**src/hdl/tbl_tst_pkg.sv**
```systemverilog
package tbl_tst_pkg;
	// ----------------------------------------------------------------
	// Opcode patterns
	// ----------------------------------------------------------------
	localparam logic [13:0] TW_OP_HI       = 14'h0003; // Word[15:2]
	localparam logic [6:0]  TSTZ_OP_HI     = 7'h33;    // Word[15:9]
	localparam logic [7:0]  ACCESS_HI_BASE = 8'h60;    // First access SFR offset
	localparam logic [7:0]  INDEX_LIMIT    = 8'h5f;    // Indexed window top
	localparam logic [3:0]  ACCESS_SFR_BNK = 4'hf;     // Bank of upper access range (0x60 and up)
	localparam int          PTR_W          = 21;
	localparam int          HOLD_N         = 8;
	localparam int          HOLD_SEL_W     = 3;

	// ----------------------------------------------------------------
	// Pointer modes
	// ----------------------------------------------------------------
	localparam logic [1:0] PM_NONE = 2'h0;
	localparam logic [1:0] PM_POST_INC = 2'h1;
	localparam logic [1:0] PM_POST_DEC = 2'h2;
	localparam logic [1:0] PM_PRE_INC = 2'h3;

	localparam logic [20:0] PTR_RESET = 21'h000000;
	localparam logic [20:0] PTR_ONE   = 21'h000001;

	typedef enum logic [3:0] {
		ST_IDLE  = 4'h1,
		ST_TW2   = 4'h2,
		ST_SKIP1 = 4'h4,
		ST_SKIP2 = 4'h8
	} state_type;
endpackage

```
**src/hdl/table_write_and_zero_skip.sv**
```systemverilog
`timescale 1ns/1ns
// How it works
// - A table write takes two cycles: decode, then latch copied into a holding register.
// - A zero file value makes the test discard the prefetched word and run a nop: two cycles.
// - If that skipped word is the first of a two-word instruction, the test takes three cycles.
// - The zero test is one word and finishes in two cycles on a nonzero value.
// - Bank bit zero picks the access bank; one picks the bank from the bank select register.
// - With the extension on and bank bit zero, addresses up to 95 are indexed off a base.
// - The three low pointer bits choose one of eight holding registers.
// - The low two opcode bits give none, post-increment, post-decrement or pre-increment.
module table_write_and_zero_skip
	import tbl_tst_pkg::*;
(
	// Clock and reset
	input  wire logic              clk,
	input  wire logic              rst_b,
	// Instruction stream, one word per cycle
	input  wire logic              instr_valid,
	input  wire logic [15:0]       instr_word,
	input  wire logic              next_is_two_word,
	// Configuration and data path
	input  wire logic              ext_set_en,
	input  wire logic [3:0]        bank_select_reg,
	input  wire logic [11:0]       index_base,
	input  wire logic [7:0]        table_latch,
	input  wire logic [7:0]        file_rdata,
	// File address and results
	output logic      [11:0]       file_addr,
	output logic                   busy,
	output logic                   discard,
	output logic                   op_done,
	output logic      [PTR_W-1:0]  table_pointer,
	output logic      [7:0]        hold_regs [HOLD_N]
);
	// ------------------------------------------------------------------
	// State
	// ------------------------------------------------------------------
	typedef struct packed {
		state_type              st;
		logic                   skip_two;
		logic [HOLD_SEL_W-1:0]  sel;
		logic [PTR_W-1:0]       ptr;
		logic [11:0]            addr;
		logic                   busy;
		logic                   discard;
		logic                   done;
		logic [HOLD_N-1:0][7:0] hold;
	} regs_type;

	regs_type s_r, s_nxt;

	wire logic is_tw  = instr_word[15:2] == TW_OP_HI;
	wire logic is_tst = instr_word[15:9] == TSTZ_OP_HI;
	wire logic [7:0] f_fld = instr_word[7:0];
	wire logic a_bit = instr_word[8];

	// ------------------------------------------------------------------
	// Next state
	// ------------------------------------------------------------------
	always_comb begin
		s_nxt         = s_r;
		s_nxt.done    = 1'b0;
		s_nxt.discard = 1'b0;
		case (s_r.st)
			ST_IDLE: begin
				s_nxt.busy = 1'b0;
				if (instr_valid && is_tw) begin
					s_nxt.st   = ST_TW2;
					s_nxt.busy = 1'b1;
					// Pre-increment moves the pointer before selecting
					case (instr_word[1:0])
						PM_POST_INC: begin
							s_nxt.sel = s_r.ptr[HOLD_SEL_W-1:0];
							s_nxt.ptr = s_r.ptr + PTR_ONE;
						end
						PM_POST_DEC: begin
							s_nxt.sel = s_r.ptr[HOLD_SEL_W-1:0];
							s_nxt.ptr = s_r.ptr - PTR_ONE;
						end
						PM_PRE_INC: begin
							s_nxt.ptr = s_r.ptr + PTR_ONE;
							s_nxt.sel = s_nxt.ptr[HOLD_SEL_W-1:0];
						end
						default: s_nxt.sel = s_r.ptr[HOLD_SEL_W-1:0];
					endcase
				end else if (instr_valid && is_tst) begin
					// Address formed now, value tested next cycle
					if (!a_bit && ext_set_en && f_fld <= INDEX_LIMIT)
						s_nxt.addr = index_base + {4'h0, f_fld};
					else if (!a_bit)
						s_nxt.addr = (f_fld < ACCESS_HI_BASE) ? {4'h0, f_fld}
							: {ACCESS_SFR_BNK, f_fld};
					else
						s_nxt.addr = {bank_select_reg, f_fld};
					s_nxt.skip_two = next_is_two_word;
					s_nxt.st       = ST_SKIP1;
					s_nxt.busy     = 1'b1;
				end
			end
			ST_TW2: begin
				// Only the holding register changes; no flags, no flash
				s_nxt.hold[s_r.sel] = table_latch;
				s_nxt.st            = ST_IDLE;
				s_nxt.busy          = 1'b0;
				s_nxt.done          = 1'b1;
			end
			ST_SKIP1: begin
				if (file_rdata == 8'h00) begin
					s_nxt.discard = 1'b1;
					s_nxt.st      = s_r.skip_two ? ST_SKIP2 : ST_IDLE;
					s_nxt.busy    = s_r.skip_two;
					s_nxt.done    = !s_r.skip_two;
				end else begin
					s_nxt.st   = ST_IDLE;
					s_nxt.busy = 1'b0;
					s_nxt.done = 1'b1;
				end
			end
			ST_SKIP2: begin
				s_nxt.discard = 1'b1;
				s_nxt.st      = ST_IDLE;
				s_nxt.busy    = 1'b0;
				s_nxt.done    = 1'b1;
			end
			default: s_nxt.st = ST_IDLE;
		endcase
	end

	// ------------------------------------------------------------------
	// Register
	// ------------------------------------------------------------------
	always_ff @(posedge clk or negedge rst_b) begin
		if (!rst_b) begin
			s_r     <= '0;
			s_r.st  <= ST_IDLE;
			s_r.ptr <= PTR_RESET;
		end else begin
			s_r <= s_nxt;
		end
	end

	// Outputs straight from flops
	assign file_addr     = s_r.addr;
	assign busy          = s_r.busy;
	assign discard       = s_r.discard;
	assign op_done       = s_r.done;
	assign table_pointer = s_r.ptr;
	generate
		for (genvar i = 0; i < HOLD_N; i++) begin : g_hold
			assign hold_regs[i] = s_r.hold[i];
		end
	endgenerate
endmodule

```
**config.mk**
```make
export PLATFORM = sky130hd
export DESIGN_NAME = table_write_and_zero_skip
export DESIGN_NICKNAME = d
export VERILOG_FILES = /design/src/hdl/tbl_tst_pkg.sv /design/src/hdl/table_write_and_zero_skip.sv
export SDC_FILE = /design/constraint.sdc
export NUM_CORES = 1
export LEC_CHECK = 0
export BUFFER_PORTS_ARGS = -buffer_cell sky130_fd_sc_hd__buf_2
export CAP_MARGIN = 20
export CORE_MARGIN = 4
export CORE_UTILIZATION = 35
export CTS_CLUSTER_SIZE = 16
export DETAILED_ROUTE_END_ITERATION = 7
export GPL_TIMING_DRIVEN = 0
export PLACE_DENSITY = 0.7
export SLEW_MARGIN = 20
export SYNTH_ARGS = -nofsm -noshare
export SYNTH_HDL_FRONTEND = slang
export SYNTH_SLANG_ARGS = --single-unit
```
**constraint.sdc**
```tcl
create_clock -name clk -period 2.1 [get_ports clk]
set_input_delay 0.315 -clock clk [delete_from_list [all_inputs] [get_ports clk]]
set_output_delay 0.315 -clock clk [all_outputs]
set_load 0.02 [all_outputs]
```
==> results.yml <==
synthesis:
  mappedNetlistNets: 621
  seq_area_frac_synth_pct: 45.1
  synthArstFlopShare_pct: 100
  synthCells: 557
  yosysUniqueCellTypes: 66
  syn_area_sq_um: 6000
  synth_top_area_share_pct: 44.6
  synth_area_leader_cell: "dfrtp_1"
  syn_area_per_cell_sq_um: 10.8
  synth_edf_count: 0
  synthFlopType: "dfrtp_1"
  synth_seq_cells: 108
  yosysWarnings: 0
  synthTopCellsByArea: "dfrtp_1 45%, buf_4 12%, mux2_2 12%, xnor2_1 3.1%, nand2_1 2.1%"
clocking:
  cts_sinks: 108
  clockRootBuffer: "clkbuf_16"
  clk-insertion-delay-late_ns: 0.35
  clkTransAtPathRegs_ns: 0.08
  tritoncts: "built"
  cts.path.max_buffers: 2
  cts_htree_levels: 3
  cts_buffers: 9
setup_path:
  critical_path_class: "flip-flop to flip-flop"
  worstPathArrival_ns: 2.37
  required_ns: 2.37
  critPathMaxFanout: 3
  r2r_slack_ns: 0.008
  endpoint_kind: "flip-flop"
  start_kind: "flip-flop"
  reg2reg_depth: 7
sta:
  finClkSkew_ns: 0.00906
  post-route-period-util_pct: 99.6
  finalWorstPathRequiredPeriod_ns: 2.09
  finalHoldViolCount: 0
  maxSlewViolCount: 0
  timing.fmax_mhz: 478
  timing_worst_slew_pin_value_ns: 0.664
  slew_headroom_pct: 55.4
  grt_setup_unrepaired: "true"
  setup_viol: 0
global_route:
  grt_pass1_vias: 4547
  grtUsageTotal_pct: 14.6
  grt_max_degree: 68
  grt_pass1_wl_um: 23100
  antenna_found_initial: 0
  overflow: 0
route:
  wl_um: 14200
  post_drt_via_cell_ratio: 4.69
  num_vias: 4553
  route.detailed.drc: 0
  wl_per_cell_um: 14.6
  drt_iter0_drc: 156
  postRouteAntennaNets: 0
  dr.pass1.iters: 4
final_layout:
  nNetsFinal: 809
  final-instance-count-excl-fill: 970
  layout_commonest_cell: "buf_2"
  mostFrequentLayoutCells: "152 x buf_2, 121 x buf_4, 104 x dfrtp_1"
  area.growth.synth_to_final_pct: 28.3
  antenna_cells: 0
  drive_above_1_share_pct: 52.9
  postLayoutCoreUtil_pct: 46.1
  final_cell_area_sq_um: 7700
die:
  start_util_pct: 35.9
  fp.coreArea_sq_um: 16700
  pin_count: 153
  die-area_sq_um: 19300
  rows: 47
  dieHeight_um: 139
  die_x_um: 139
power:
  power-per-cell-area_nw_per_um2: 574
  total_power_uw: 4420
  leakage_uw: 0.00389
  irDropWorstVdd_v: 0.000352
placed_design:
  io_buffer_count: 152
  dp.cells: 930
  gp_congestion: 0.891
  place_area_sq_um: 7070
  hpwlAfterDp_um: 10400
outcome:
  run_status: "finished clean"
min_path:
  hold_class: "input pin to flip-flop"
  holdPathStages: 3
flow_run:
  cap_violations: 0
[report_power, final]
part / leakage [uW] / internal, uW / switching [uW]
Combinational: 0.00235 / 273 / 326
Sequential: 0.00140 / 2140 / 35.0
Clock: 0.000133 / 846 / 794
Total: 0.00389 / 3260 / 1150
[through the flow]
step | TNS, ns | setup slack, ns | hold slack (ns)
after global routing | -0.250 | -0.0934 | 0.207
after CTS | -0.103 | -0.0615 | 0.162
after global placement | -78.46 | -0.580 | 0.466
final | 0 | 0.00825 | 0.173
after floorplan | 0 | 0.139 | 0.0194
after detailed placement | -18.25 | -0.410 | 0.262
[synth_stat cells (all sizes together), types with 7 or more instances]
master,n
nand2,34
mux2,65
o21ai,21
nand3,10
a211oi,7
o21a,7
ha,10
xnor2,21
a21oi,20
buf,101
xor2,8
dfrtp,107
inv,11
nor3,17
clkbuf,10
nor2,32
[worst max-delay path, cell delays in order (launching register included)]
cell	delay (ns)
dfrtp_1	0.39
buf_6	0.13
or4_4	0.49
nor3_4	0.19
nand3_2	0.13
or3_4	0.36
a21oi_2	0.15
xor2_1	0.16
[state kept, by name, summed over array words and instances (netlist names)]
signal / cells
hold_regs: 64
table_pointer: 21
file_addr: 12
s_r: 8
busy: 1
discard: 1
op_done: 1
[timing repair]
item / in CTS / in global routing
hold endpoints to repair: 40 / 0
pin swaps: 13 / 9
setup buffers: 21 / 4
setup endpoints to repair: 89 / 54
resized for setup: 20 / 20
hold buffers: 1 / 0
[worst paths after layout]
kind | from | endpoint
hold reg to reg | table_pointer[20] | table_pointer[20]
max in group asynchronous | rst_b | table_pointer[11]
min in group asynchronous | rst_b | hold_regs[41]
setup / recovery | table_pointer[2] | table_pointer[15]
setup reg to reg | table_pointer[2] | table_pointer[15]
hold / removal | next_is_two_word | s_r[103]
[cell families after synthesis]
| kind of cell | Yosys count | synth area share, % |
|---|---|---|
| XOR/XNOR | 29 | 4.23 |
| flip-flops | 108 | 45.1 |
| multiplexers | 67 | 12.5 |
| adder cells (fa/ha/maj) | 11 | 2.42 |
| AND/OR/NAND/NOR | 133 | 12.1 |
| AO/OA/AOI/OAI | 87 | 9.59 |
| buffers and inverters | 122 | 14.0 |
[metal layers]
layer	vias up	wire [um]	GRT usage, %
met5	-	0	0
met1	2154	6490	19.4
met2	134	6610	23.8
met3	15	858	3.55
li1	2250	-	-
met4	0	236	4.33
[area by class of cell]
type / instances / area [sq um]
Buffer: 109 / 801
Tap cell: 220 / 275
Clock inverter: 6 / 47.5
Inverter: 11 / 41.3
Multi-Input combinational cell: 327 / 2590
Clock buffer: 10 / 239
Fill cell: 1607 / 9000
Timing Repair Buffer: 179 / 996
Sequential cell: 108 / 2710
No activity file was read; power rests on OpenSTA's default activity.
